--- src/core/gpio_trigger_pkg.sv ---
package gpio_trigger_pkg;

   // Register byte addresses
   localparam int          ADDR_W          = 8;
   localparam logic [7:0]  ADDR_CONFIG     = 8'h00;
   localparam logic [7:0]  ADDR_SW_CMD     = 8'h04;
   localparam logic [7:0]  ADDR_STATUS     = 8'h08;
   localparam logic [7:0]  ADDR_UNLOCK     = 8'h0C;

   // Configuration layout, matches pin_cfg_t packing
   localparam int          CFG_W           = 14;
   localparam logic [13:0] CFG_RESET       = 14'h0000;

   // Input function codes
   localparam logic [3:0]  GPI_FUNC_GEN    = 4'h9;
   localparam logic [3:0]  GPI_MARGIN      = 4'hA;
   localparam logic [3:0]  GPI_RESET       = 4'hB;
   localparam logic [3:0]  GPI_NVM         = 4'hC;
   localparam logic [3:0]  GPI_LOCK        = 4'hD;

   // Output flag codes
   localparam logic [3:0]  GPO_NONVOLATILE_WRITE_IN_PROGRESS    = 4'h1;
   localparam logic [3:0]  GPO_BUSY_FIRST  = 4'h4;
   localparam logic [3:0]  GPO_BUSY_LAST   = 4'h7;
   localparam logic [3:0]  GPO_WIN_FIRST   = 4'h8;
   localparam logic [3:0]  GPO_WIN_LAST    = 4'hB;

   // Software command bit positions
   localparam int          SW_START_LSB    = 0;
   localparam int          SW_STOP_LSB     = 4;
   localparam int          SW_MLOW_LSB     = 8;
   localparam int          SW_MHIGH_LSB    = 12;
   localparam int          SW_NVM_ALLOW    = 16;
   localparam int          SW_NVM_BLOCK    = 17;
   localparam int          SW_LOCK         = 18;
   localparam int          UNLOCK_BIT      = 0;

   // Reset values of control state
   localparam logic        NVM_ALLOW_RESET = 1'b1;
   localparam logic        LOCK_RESET      = 1'b0;

   // Cycles from reset release until the synchronised level is trusted
   localparam int          SYNC_STAGES     = 2;
   localparam logic [1:0]  BOOT_SETTLE     = 2'(SYNC_STAGES + 1);

   typedef struct packed {
      logic       pin_output_enable;
      logic [3:0] pin_output_flag_code;
      logic [3:0] pin_channel_select;
      logic [3:0] pin_input_function_code;
      logic       pin_input_enable;
   } pin_cfg_t;

   typedef struct packed {
      logic [3:0] start;
      logic [3:0] stop;
      logic [3:0] margin_low;
      logic [3:0] margin_high;
   } chan_cmd_t;

   typedef struct packed {
      logic       nonvolatile_write_in_progress;
      logic [3:0] channel_busy;
      logic [3:0] window_result;
   } dev_flags_t;

   typedef struct packed {
      logic valid;
      logic two_wire;
      logic to_lock_release;
      logic to_soft_reset;
   } serial_wr_t;

   typedef struct packed {
      logic [31:0] paddr;
      logic        psel;
      logic        penable;
      logic        pwrite;
      logic [31:0] pwdata;
   } apb_req_t;

endpackage

--- src/core/pin_edge_detect.sv ---
`timescale 1ns/1ns
`default_nettype none

// Two-stage synchroniser with edge detection on the settled stage
module pin_edge_detect
(
   input  wire logic pclk,
   input  wire logic presetn,
   input  wire logic pin_in,
   output logic      level,
   output logic      rise,
   output logic      fall
);

   typedef struct packed {
      logic meta;
      logic sync;
      logic prev;
   } sync_state_t;

   sync_state_t s;
   sync_state_t next_s;

   // Meta stage feeds only the second stage
   always_comb
   begin
      next_s      = s;
      next_s.meta = pin_in;
      next_s.sync = s.meta;
      next_s.prev = s.sync;
   end

   always_ff @(posedge pclk or negedge presetn)
   begin
      if (!presetn)
         s <= '0;
      else
         s <= next_s;
   end

   // Edges come only from settled stages
   assign level = s.sync;
   assign rise  = s.sync & ~s.prev;
   assign fall  = ~s.sync & s.prev;

endmodule

`default_nettype wire

--- src/core/gpio_function_trigger_map.sv ---
// The APB interface to the registers and the register addresses are this design's own decisions.
`timescale 1ns/1ns
`default_nettype none

module gpio_function_trigger_map
#(
   parameter int CHANNELS = 4
)
(
   input  wire logic                          pclk,
   input  wire logic                          presetn,
   input  wire logic [31:0]                   paddr,
   input  wire logic                          psel,
   input  wire logic                          penable,
   input  wire logic                          pwrite,
   input  wire logic [31:0]                   pwdata,
   output logic [31:0]                        prdata,
   output logic                               pready,
   output logic                               pslverr,
   input  wire logic                          gpio_in,
   output logic                               gpio_out,
   output logic                               gpio_oe,
   input  wire gpio_trigger_pkg::dev_flags_t  dev_flags,
   input  wire gpio_trigger_pkg::serial_wr_t  serial_wr,
   output logic                               serial_wr_accept,
   output gpio_trigger_pkg::chan_cmd_t        chan_cmd,
   output logic                               device_reset_req,
   output logic                               nvm_program_allowed,
   output logic                               register_map_locked
);

   // The function codes name exactly four channels
   generate
      if (CHANNELS != 4)
      begin : g_bad_channels
         $error("CHANNELS must be 4");
      end
   endgenerate

   typedef enum logic [2:0] {
      BOOT_SETTLE = 3'b001,
      BOOT_APPLY  = 3'b010,
      RUNNING     = 3'b100
   } boot_state_t;

   typedef struct packed {
      boot_state_t                 phase;
      logic [1:0]                  settle_cnt;
      gpio_trigger_pkg::pin_cfg_t  cfg;
      gpio_trigger_pkg::chan_cmd_t cmd;
      logic [3:0]                  func_running;
      logic [3:0]                  margin_high_sel;
      logic                        reset_req;
      logic                        nvm_allowed;
      logic                        locked;
      logic                        pin_drive;
      logic [31:0]                 rdata;
   } state_t;

   state_t                       s;
   state_t                       next_s;
   gpio_trigger_pkg::apb_req_t   req;
   logic                         pin_level;
   logic                         pin_rise;
   logic                         pin_fall;

   // Selects one status flag for the output direction
   function automatic logic flag_select(input logic [3:0] code,
                                        input gpio_trigger_pkg::dev_flags_t f);
      logic r;
      r = 1'b0;
      if (code == gpio_trigger_pkg::GPO_NONVOLATILE_WRITE_IN_PROGRESS)
         r = f.nonvolatile_write_in_progress;
      else if (code >= gpio_trigger_pkg::GPO_BUSY_FIRST &&
               code <= gpio_trigger_pkg::GPO_BUSY_LAST)
         r = f.channel_busy[code[1:0]];
      else if (code >= gpio_trigger_pkg::GPO_WIN_FIRST &&
               code <= gpio_trigger_pkg::GPO_WIN_LAST)
         r = f.window_result[code[1:0]];
      return r;
   endfunction

   // Decodes which register a bus address hits
   function automatic logic addr_is(input logic [31:0] a, input logic [7:0] off);
      return a[31:gpio_trigger_pkg::ADDR_W] == '0 &&
             a[gpio_trigger_pkg::ADDR_W-1:0] == off;
   endfunction

   pin_edge_detect u_sync
   (
      .pclk    (pclk),
      .presetn (presetn),
      .pin_in  (gpio_in),
      .level   (pin_level),
      .rise    (pin_rise),
      .fall    (pin_fall)
   );

   assign req = '{paddr: paddr, psel: psel, penable: penable,
                  pwrite: pwrite, pwdata: pwdata};

   // Locked map refuses software writes except the release register
   logic mapped;
   logic wr_access;
   logic wr_blocked;

   always_comb
   begin
      mapped     = addr_is(req.paddr, gpio_trigger_pkg::ADDR_CONFIG) ||
                   addr_is(req.paddr, gpio_trigger_pkg::ADDR_SW_CMD) ||
                   addr_is(req.paddr, gpio_trigger_pkg::ADDR_STATUS) ||
                   addr_is(req.paddr, gpio_trigger_pkg::ADDR_UNLOCK);
      wr_access  = req.psel && req.penable && req.pwrite && mapped;
      wr_blocked = s.locked &&
                   !addr_is(req.paddr, gpio_trigger_pkg::ADDR_UNLOCK);
   end

   // Serial writes honour the pin lock with two exceptions
   always_comb
   begin
      serial_wr_accept = serial_wr.valid &&
                         (!s.locked || serial_wr.to_lock_release ||
                          (serial_wr.to_soft_reset && serial_wr.two_wire));
   end

   // Pin event source: real edges once running, level at power-up
   logic       ev_rise;
   logic       ev_fall;
   logic       pin_is_input;
   logic [3:0] code;
   logic [3:0] sel;

   always_comb
   begin
      pin_is_input = s.cfg.pin_input_enable;
      code         = s.cfg.pin_input_function_code;
      sel          = s.cfg.pin_channel_select;
      ev_rise      = 1'b0;
      ev_fall      = 1'b0;
      if (pin_is_input)
      begin
         unique case (s.phase)
            BOOT_SETTLE:
            begin
               ev_rise = 1'b0;
               ev_fall = 1'b0;
            end
            BOOT_APPLY:
            begin
               ev_rise = pin_level;
               ev_fall = !pin_level;
            end
            RUNNING:
            begin
               ev_rise = pin_rise;
               ev_fall = pin_fall;
            end
            default:
            begin
               ev_rise = 1'b0;
               ev_fall = 1'b0;
            end
         endcase
      end
   end

   // Software commands, masked where the pin owns the function
   logic       sw_wr;
   logic [3:0] sw_start;
   logic [3:0] sw_stop;
   logic [3:0] sw_mlow;
   logic [3:0] sw_mhigh;
   logic       sw_nvm_allow;
   logic       sw_nvm_block;
   logic       sw_lock;
   logic       pin_owns_gen;
   logic       pin_owns_margin;
   logic       pin_owns_nvm;
   logic       pin_owns_lock;

   always_comb
   begin
      sw_wr           = wr_access && !wr_blocked &&
                        addr_is(req.paddr, gpio_trigger_pkg::ADDR_SW_CMD);
      pin_owns_gen    = pin_is_input && code == gpio_trigger_pkg::GPI_FUNC_GEN;
      pin_owns_margin = pin_is_input && code == gpio_trigger_pkg::GPI_MARGIN;
      pin_owns_nvm    = pin_is_input && code == gpio_trigger_pkg::GPI_NVM;
      pin_owns_lock   = pin_is_input && code == gpio_trigger_pkg::GPI_LOCK;
      sw_start        = pin_owns_gen ? 4'h0 :
                        req.pwdata[gpio_trigger_pkg::SW_START_LSB +: 4];
      sw_stop         = pin_owns_gen ? 4'h0 :
                        req.pwdata[gpio_trigger_pkg::SW_STOP_LSB +: 4];
      sw_mlow         = pin_owns_margin ? 4'h0 :
                        req.pwdata[gpio_trigger_pkg::SW_MLOW_LSB +: 4];
      sw_mhigh        = pin_owns_margin ? 4'h0 :
                        req.pwdata[gpio_trigger_pkg::SW_MHIGH_LSB +: 4];
      sw_nvm_allow    = !pin_owns_nvm && req.pwdata[gpio_trigger_pkg::SW_NVM_ALLOW];
      sw_nvm_block    = !pin_owns_nvm && req.pwdata[gpio_trigger_pkg::SW_NVM_BLOCK];
      sw_lock         = !pin_owns_lock && req.pwdata[gpio_trigger_pkg::SW_LOCK];
      if (!sw_wr)
      begin
         sw_start     = 4'h0;
         sw_stop      = 4'h0;
         sw_mlow      = 4'h0;
         sw_mhigh     = 4'h0;
         sw_nvm_allow = 1'b0;
         sw_nvm_block = 1'b0;
         sw_lock      = 1'b0;
      end
   end

   // Next state: boot sequencing, pin actions, bus writes, read data
   always_comb
   begin
      next_s           = s;
      next_s.cmd       = '0;
      next_s.reset_req = 1'b0;

      // Boot sequence waits for the synchroniser to fill
      unique case (s.phase)
         BOOT_SETTLE:
         begin
            next_s.settle_cnt = s.settle_cnt + 2'h1;
            if (s.settle_cnt == gpio_trigger_pkg::BOOT_SETTLE - 2'h1)
               next_s.phase = BOOT_APPLY;
         end
         BOOT_APPLY:
            next_s.phase = RUNNING;
         RUNNING:
            next_s.phase = RUNNING;
         default:
            next_s.phase = BOOT_SETTLE;
      endcase

      // Pin-driven actions; other codes fall through untouched
      if (code == gpio_trigger_pkg::GPI_FUNC_GEN)
      begin
         if (ev_rise)
            next_s.cmd.start = sel;
         if (ev_fall)
            next_s.cmd.stop = sel;
      end
      else if (code == gpio_trigger_pkg::GPI_MARGIN)
      begin
         if (ev_fall)
            next_s.cmd.margin_low = sel;
         if (ev_rise)
            next_s.cmd.margin_high = sel;
      end
      else if (code == gpio_trigger_pkg::GPI_RESET)
      begin
         // Only a real falling edge counts; a low level at boot
         // would otherwise hold the device in reset forever
         if (ev_fall && s.phase == RUNNING)
            next_s.reset_req = 1'b1;
      end
      else if (code == gpio_trigger_pkg::GPI_NVM)
      begin
         if (ev_fall)
            next_s.nvm_allowed = 1'b1;
         if (ev_rise)
            next_s.nvm_allowed = 1'b0;
      end
      else if (code == gpio_trigger_pkg::GPI_LOCK)
      begin
         if (ev_fall)
            next_s.locked = 1'b0;
         if (ev_rise)
            next_s.locked = 1'b1;
      end
      // Remaining codes: no action on any edge or level

      // Software commands merge with pin commands
      next_s.cmd.start       = next_s.cmd.start | sw_start;
      next_s.cmd.stop        = next_s.cmd.stop | sw_stop;
      next_s.cmd.margin_low  = next_s.cmd.margin_low | sw_mlow;
      next_s.cmd.margin_high = next_s.cmd.margin_high | sw_mhigh;
      if (sw_nvm_allow)
         next_s.nvm_allowed = 1'b1;
      if (sw_nvm_block)
         next_s.nvm_allowed = 1'b0;
      if (sw_lock)
         next_s.locked = 1'b1;

      // Release clears the lock from either path
      if ((wr_access && addr_is(req.paddr, gpio_trigger_pkg::ADDR_UNLOCK) &&
           req.pwdata[gpio_trigger_pkg::UNLOCK_BIT]) ||
          (serial_wr_accept && serial_wr.to_lock_release))
         next_s.locked = 1'b0;

      // Configuration write
      if (wr_access && !wr_blocked &&
          addr_is(req.paddr, gpio_trigger_pkg::ADDR_CONFIG))
         next_s.cfg = gpio_trigger_pkg::pin_cfg_t'(req.pwdata[gpio_trigger_pkg::CFG_W-1:0]);

      // Tracked channel state for status readback
      next_s.func_running    = (s.func_running | next_s.cmd.start) & ~next_s.cmd.stop;
      next_s.margin_high_sel = (s.margin_high_sel | next_s.cmd.margin_high) &
                               ~next_s.cmd.margin_low;

      // Output flag sampled each cycle
      next_s.pin_drive = flag_select(s.cfg.pin_output_flag_code, dev_flags);

      // Read data captured in the setup phase
      if (req.psel && !req.penable)
      begin
         next_s.rdata = 32'h0000_0000;
         if (addr_is(req.paddr, gpio_trigger_pkg::ADDR_CONFIG))
            next_s.rdata = {18'h0, s.cfg};
         else if (addr_is(req.paddr, gpio_trigger_pkg::ADDR_STATUS))
            next_s.rdata = {19'h0, s.phase == RUNNING, s.pin_drive, pin_level,
                            s.locked, s.nvm_allowed, s.margin_high_sel, s.func_running};
         else if (addr_is(req.paddr, gpio_trigger_pkg::ADDR_UNLOCK))
            next_s.rdata = {31'h0, s.locked};
      end
   end

   // Single state register; power-up leaves the pin unmapped
   always_ff @(posedge pclk or negedge presetn)
   begin
      if (!presetn)
      begin
         s                 <= '0;
         s.phase           <= BOOT_SETTLE;
         s.cfg             <= gpio_trigger_pkg::CFG_RESET;
         s.nvm_allowed     <= gpio_trigger_pkg::NVM_ALLOW_RESET;
         s.locked          <= gpio_trigger_pkg::LOCK_RESET;
      end
      else
         s <= next_s;
   end

   // Zero-wait slave; unmapped accesses or locked writes report an error
   assign pready              = 1'b1;
   assign pslverr             = psel && penable &&
                                (!mapped || (pwrite && wr_blocked));
   assign prdata              = s.rdata;
   assign chan_cmd            = s.cmd;
   assign device_reset_req    = s.reset_req;
   assign nvm_program_allowed = s.nvm_allowed;
   assign register_map_locked = s.locked;

   // Input enable wins when both direction bits are set
   assign gpio_out            = s.pin_drive;
   assign gpio_oe             = s.cfg.pin_output_enable && !s.cfg.pin_input_enable;

endmodule

`default_nettype wire

--- config.mk ---
export PLATFORM = sky130hd
export DESIGN_NAME = gpio_function_trigger_map
export DESIGN_NICKNAME = d
export VERILOG_FILES = /design/src/core/gpio_trigger_pkg.sv /design/src/core/pin_edge_detect.sv /design/src/core/gpio_function_trigger_map.sv
export SDC_FILE = /design/constraint.sdc
export NUM_CORES = 1
export LEC_CHECK = 0
export BUFFER_PORTS_ARGS = -buffer_cell sky130_fd_sc_hd__buf_2
export CAP_MARGIN = 10
export CORE_MARGIN = 1.5
export CORE_UTILIZATION = 49
export CTS_CLUSTER_SIZE = 14
export DETAILED_ROUTE_END_ITERATION = 8
export PLACE_DENSITY = 0.81
export SLEW_MARGIN = 20
export SYNTH_ARGS = -nofsm -noshare
export SYNTH_HDL_FRONTEND = slang
export SYNTH_SLANG_ARGS = --single-unit
--- constraint.sdc ---
create_clock -name pclk -period 2.25 [get_ports pclk]
set_input_delay 0 -clock pclk [delete_from_list [all_inputs] [get_ports pclk]]
set_output_delay 0 -clock pclk [all_outputs]
set_load 0.05 [all_outputs]
==> flow_summary.ini, run 1 <==
[timing]
skew_ns = 0.00978
worst_slack_ns = 0.108
worstMarginPinSlew_ns = 0.586
period_minus_slack_ns = 2.14
hold_violations = 0
rsz0062_at_grt = false
slew_viol_final = 0
timing.setup.tns_ns = 0
fmax_ghz = 0.467
slew_headroom_pct = 61.0
fin_crit_sh_pct = 95.2
finalSetupViolCount = 0

[clocking]
cts_tree = yes
clkTransAtPathRegs_ns = 0.07
clk_path_buf_depth = 2
clock_latency_ns = 0.34
numCtsBuffers = 9
post-cts-setup-buffer-count = 0
clkSinkCount = 64
cts_root_buf = clkbuf_8
htreeDepth = 3

[synthesis]
synth.distinct_cells = 59
synthArstFlopShare_pct = 100
seq_area_frac_synth_pct = 46.7
synth_warnings = 0
synth_edf_count = 0
synth-seq-cells = 64
synth.top_cells.by_count = 62 x dfrtp_1, 49 x buf_4, 22 x nand2_1
synth_cells = 297
yosysTopAreaCell = dfrtp_1
synthFlopType = dfrtp_1
synthTopCellsByArea = dfrtp_1 45%, buf_4 11%, a32o_1 3.8%
synth_top_area_share_pct = 45.2
syn_area_per_cell_sq_um = 11.6
post-synth-top-count-cell = dfrtp_1
netlist_area_sq_um = 3430

[die]
die_w_um = 86.7
num_rows = 30
initial_core_util_pct = 50.5
die_y_um = 86.7
die_area_sq_um = 7520
ios = 139
coreArea_sq_um = 6790

[final_layout]
drive_above_1_share_pct = 43.1
area_growth_pct = 22.3
fin_util_pct = 61.8
final_nets = 483
antenna_cells_inserted = 0
final-seq-area_sq_um = 1610
multi_input_area_sq_um = 1450
num-fill-cells = 564

[placed_design]
dp_hpwl_um = 5900
port_buffers = 106
gp_congestion = 0.845
detailedPlace.worstSlack_ns = 0.384

[critical_path]
endpoint_kind = flip-flop
critPathRequiredTime_ns = 2.48
worstRegToRegCells = 6
slowest_delay_ns = 0.57
cp_slowest_cell = dlygate4sd3_1
critPathLaunchType = flip-flop
crit_arrival_ns = 2.37
r2r-end = register_map_locked
critPathMaxFanout = 5
crit_type = reg2reg
r2r_slack_ns = 0.11
path_cells = or3b_2 > a21oi_2 > nand2_1 > a22oi_1 > a222oi_1 > dlygate4sd3_1
rr_startpoint = u_sync.level

[power]
p_leak_nw = 2.10
ir_worst_vdd_mv = 0.333
p_per_area_nw_per_um2 = 593

[detailed_routing]
post_drt_wl_per_cell_um = 16.3
detail-route-antenna-nets = 0
viasPerCell = 5.22
vias = 2609
drc = 0
drt_pass1_iterations = 5
drt_iter0_markers = 166
routed_wl_um = 8160

[global_route]
grt_start_max_net_pins = 24
grt_pass1_wl_um = 12900
antenna_found_initial = 0
grt_pass1_vias = 2571
grt_use_total_pct = 23.0
grt_overflow = 0

[hold_path]
min_from = dev_flags[8]
min_path_type = in2reg
hold_path_end = gpio_out
min_path_cells = 3

[run]
drv_cap = 0

[run_status]
status = finished, final reports clean
[layer usage]
metal,track usage (%),vias up,share of wire (%)
met5,0,-,0
met4,8.80,0,1.4
met3,5.05,9,5.5
met2,37.4,98,51
met1,30.1,1281,42
li1,-,1221,-
[flip-flops by register name, summed over array words and instances, names as in the netlist]
register / cells
s: 18
chan_cmd: 16
prdata: 14
code: 4
sel: 4
device_reset_req: 1
gpio_out: 1
nvm_program_allowed: 1
pin_is_input: 1
register_map_locked: 1
u_sync.level: 1
u_sync.next_s: 1
u_sync.s: 1
[through the flow]
stage               hold slack [ns]  area (sq um)  power, mW  cells
CTS                          0.0424          4190       2.51    500
floorplan                    -0.296          3500       1.32    314
detailed placement         -0.00891          3750       1.40    462
finish                       0.0492          4200       2.49    500
global route                 0.0359          4200       2.58    500
global placement            -0.0132          3750       1.40    462
[worst max-delay path by stage]
stage                                    from             endpoint  slack [ns]  cells past startpoint
final                            u_sync.level  register_map_locked        0.11                      6
after global routing             u_sync.level  register_map_locked        0.01                      6
after CTS                        pin_is_input  register_map_locked        0.07                      6
after detailed placement         pin_is_input                s[43]        0.38                      5
after global placement           pin_is_input                s[43]        0.41                      5
after floorplan           register_map_locked              code[1]        0.23                      4
[final cells by class]
class                           count  share of cell area, %
Timing Repair Buffer              133                   18.8
Tap cell                           96                   2.86
Multi-Input combinational cell    186                   34.4
Clock inverter                      7                   2.27
Inverter                            5                  0.447
Sequential cell                    64                   38.3
Clock buffer                        9                   2.95
[power by group]
part           switching, mW  internal [mW]  total [mW]  leakage [nW]
logic                  0.162         0.0885       0.251          1.13
registers            0.00256           1.15        1.16         0.858
clock network          0.457          0.625        1.08         0.110
total                  0.622           1.87        2.49          2.10
[cell usage in the layout (no fill, tap or decap), types with 3 or more instances in the layout]
| master | netlist | routed |
|---|---|---|
| mux2_4 | 8 | 8 |
| dfrtp_1 | 62 | 60 |
| mux2i_1 | 13 | 13 |
| buf_2 | 1 | 106 |
| nor4_2 | 4 | 4 |
| o21ai_0 | 6 | 6 |
| a221oi_1 | 5 | 5 |
| nand3b_1 | 3 | 3 |
| a22o_1 | 3 | 3 |
| inv_1 | 5 | 5 |
| buf_4 | 49 | 5 |
| conb_1 | 2 | 19 |
| nand3_1 | 3 | 3 |
| clkbuf_8 | 0 | 9 |
| nor4_1 | 3 | 3 |
| dlygate4sd3_1 | 0 | 22 |
| nor2_1 | 13 | 13 |
| a32o_1 | 13 | 13 |
| a22oi_1 | 3 | 3 |
| nand2_1 | 22 | 22 |
| nand2b_1 | 4 | 4 |
| mux2_2 | 6 | 6 |
| a21oi_1 | 5 | 4 |
| o21ai_2 | 10 | 10 |
[repair_timing]
| item | in CTS | in global routing |
|---|---|---|
| hold buffers | 22 | 0 |
| gates resized for setup | 0 | 3 |
| endpoints found under the setup margin | 0 | 1 |
| endpoints found under the hold margin | 59 | 0 |
[worst max-delay path: cells and delay by family (launching register included)]
family          cells  cell delay, ns
compound gates      3            0.45
buf+inv             1            0.57
flops               1            0.44
simple gates        2            0.58
[cell families after synthesis]
logic type / count (synthesis) / synth area share [%]
AND/OR/NAND/NOR: 80 / 15.2
flip-flops: 64 / 46.7
buffers and inverters: 64 / 13.2
AO/OA/AOI/OAI: 55 / 13.3
multiplexers: 29 / 10.6
other: 2 / 0.219
XOR/XNOR: 2 / 0.510
adder cells (fa/ha/maj): 1 / 0.364
Note: power is estimated with default switching activity, not from simulation.
==> run 2: changes to the inputs <==
--- a/config.mk
+++ b/config.mk
@@ -11,8 +11,9 @@
 export CORE_UTILIZATION = 49
 export CTS_CLUSTER_SIZE = 14
 export DETAILED_ROUTE_END_ITERATION = 8
-export PLACE_DENSITY = 0.81
+export PLACE_DENSITY = 0.8
 export SLEW_MARGIN = 20
 export SYNTH_ARGS = -nofsm -noshare
 export SYNTH_HDL_FRONTEND = slang
+export SYNTH_HIERARCHICAL = 1
 export SYNTH_SLANG_ARGS = --single-unit
==> run 2 against run 1 <==
Maximum frequency grew 5.9%; total power shrank 8.9%; clock power shrank 21%; synthesized cell count grew 19%; flip-flop and latch count is the same; cell count grew 10%; highest routed layer unchanged.
==> flow_summary.ini, run 2 <==
[die]
die_area_sq_um = 7840
initial_core_util_pct = 50.0
die_w_um = 88.6
ios = 139
coreArea_sq_um = 7180
die_y_um = 88.6
num_rows = 31

[critical_path]
slowest_delay_ns = 0.85
cp-endpoint = s[37]
critPathRequiredTime_ns = 2.53
worstSetupStartpoint = code[2]
critPathMaxFanout = 9
crit_type = reg2reg
r2r_slack_ns = 0.23
cp_slowest_cell = o311ai_1
path_buf_inv = 0
path_cells = nand3b_1 > o311ai_1 > o41ai_1 > a21oi_1
cp_top_family = compound AO/OA/AOI/OAI gates
worstRegToRegCells = 4
crit_arrival_ns = 2.30
critPathLaunchType = flip-flop
rr_startpoint = code[2]
crit_cells = 4
r2r-end = s[37]
endpoint_kind = flip-flop

[synthesis]
synth_edf_count = 0
post-synth-top-count-cell = dfrtp_1
synthArstFlopShare_pct = 100
synth.distinct_cells = 54
synth_warnings = 6
synth_cells = 352
yosysTopAreaCell = dfrtp_1
synth.top_cells.by_count = 62 x dfrtp_1, 52 x nand2_1, 49 x buf_4
syn_area_per_cell_sq_um = 10.2
synth_top_area_share_pct = 43.3
synthTopCellsByArea = dfrtp_1 43%, buf_4 10%, nand2_1 5.4%
synthFlopType = dfrtp_1
synth-seq-cells = 64
netlist_area_sq_um = 3590
seq_area_frac_synth_pct = 44.7

[timing]
hold_violations = 0
slew_headroom_pct = 32.9
finalSetupViolCount = 0
timing.setup.tns_ns = 0
rsz0062_at_grt = false
period_minus_slack_ns = 2.02
fmax_ghz = 0.494
worst_slack_ns = 0.227
worstMarginPinSlew_ns = 0.991
fin_crit_sh_pct = 89.9
slew_viol_final = 0
holdWs_ns = 0.00778
skew_ns = 0.00856

[detailed_routing]
routed_wl_um = 8670
drt_pass1_iterations = 5
post_drt_wl_per_cell_um = 15.8
viasPerCell = 5.41
drc = 0
vias = 2976
detail-route-antenna-nets = 0
drt_iter0_markers = 166

[final_layout]
final_nets = 530
regMostFlops = s
num-fill-cells = 610
antenna_cells_inserted = 0
layout_common_cells = 106 x buf_2, 62 x dfrtp_1, 52 x nand2_1
drive_above_1_share_pct = 36.1
fin_area_sq_um = 4290
largest_register_ffs = 18
final_cells = 550
fin_util_pct = 59.8
final_common_cell = buf_2
area_growth_pct = 19.6

[clocking]
ctsHoldBuffers = 21
htreeDepth = 3
cts_resized = 0
clock_latency_ns = 0.35
clkSinkCount = 64
clkTransAtPathRegs_ns = 0.07
numCtsBuffers = 9
cts_root_buf = clkbuf_8
clk_path_buf_depth = 2
cts_tree = yes
post-cts-setup-buffer-count = 0

[placed_design]
port_buffers = 106
gp_congestion = 0.884
dp_hpwl_um = 6350
place_area_sq_um = 3910
dp_cells = 513
detailedPlace.worstSlack_ns = 0.222

[hold_path]
min_from = pwdata[16]
min_path_type = in2reg

[power]
ir_worst_vdd_mv = 0.241
p_per_area_nw_per_um2 = 529
finalPower_mw = 2.27
p_leak_nw = 2.14

[global_route]
grt_pass1_wl_um = 13700
grt_pass1_vias = 2756
grt_start_max_net_pins = 32
grt_use_total_pct = 23.3
antenna_found_initial = 0
grt_overflow = 0

[run_status]
status = finished, final reports clean

[run]
drv_cap = 0
## run 2: cell count changes after synthesis, sizes merged, moves of 4 or more
| cell | delta |
|---|---|
| or4 | +9 |
| nand2 | +30 |
| a21oi | +15 |
| o41ai | +8 |
| o211ai | +4 |
| o2111ai | +8 |
| nor2 | -6 |
| clkbuf | +8 |
| a32o | -12 |
| a221oi | -5 |
## run 2: layer usage
metal,part of all wire (%),global-route usage [%],vias up,routed length (um)
li1,-,-,1399,-
met1,42,30.6,1435,3600
met2,50,37.5,122,4350
met3,6.1,5.69,20,526
met4,2.3,9.09,0,196
met5,0,0,-,0
## run 2: worst min path at each step
stage,depth (start not counted),end
detailed placement,1,prdata[5]
floorplan,0,chan_cmd[0]
global route,4,chan_cmd[3]
global placement,1,prdata[5]
finish,4,nvm_program_allowed
CTS,4,nvm_program_allowed
## run 2: tightest hold or removal path: stages
cell	delay, ns
buf_2	0.10
o211ai_1	0.07
or4_1	0.11
a22oi_1	0.06
## run 2: layout make-up
class | count | area [sq um] | area share, %
flip-flops and latches | 64 | 1600 | 37.4
multi-input cells | 228 | 1560 | 36.3
repair buffers | 136 | 808 | 18.8
clock buffers | 9 | 124 | 2.89
well taps | 99 | 124 | 2.89
clock inverters | 7 | 47.5 | 1.11
inverters | 7 | 26.3 | 0.613
## run 2: logic make-up (layout without fill, tap and decap cells)
| family | Yosys count | after routing | synth area share (%) |
|---|---|---|---|
| DFF | 64 | 64 | 44.7 |
| xor gates and xnor gates | 1 | 1 | 0.244 |
| AOI/OAI and AO/OA | 67 | 67 | 12.6 |
| other | 2 | 19 | 0.209 |
| buffers and inverters | 77 | 159 | 13.7 |
| and+or+nand+nor | 110 | 110 | 18.6 |
| adders and majority gates | 1 | 1 | 0.349 |
| muxes | 30 | 30 | 9.59 |
## run 2: report_power, final
group          switching [mW]  leakage [nW]  total (mW)  internal, mW
sequential            0.00210         0.865        1.16          1.15
clock                   0.451        0.0854       0.849         0.397
combinational           0.172          1.19       0.263        0.0908
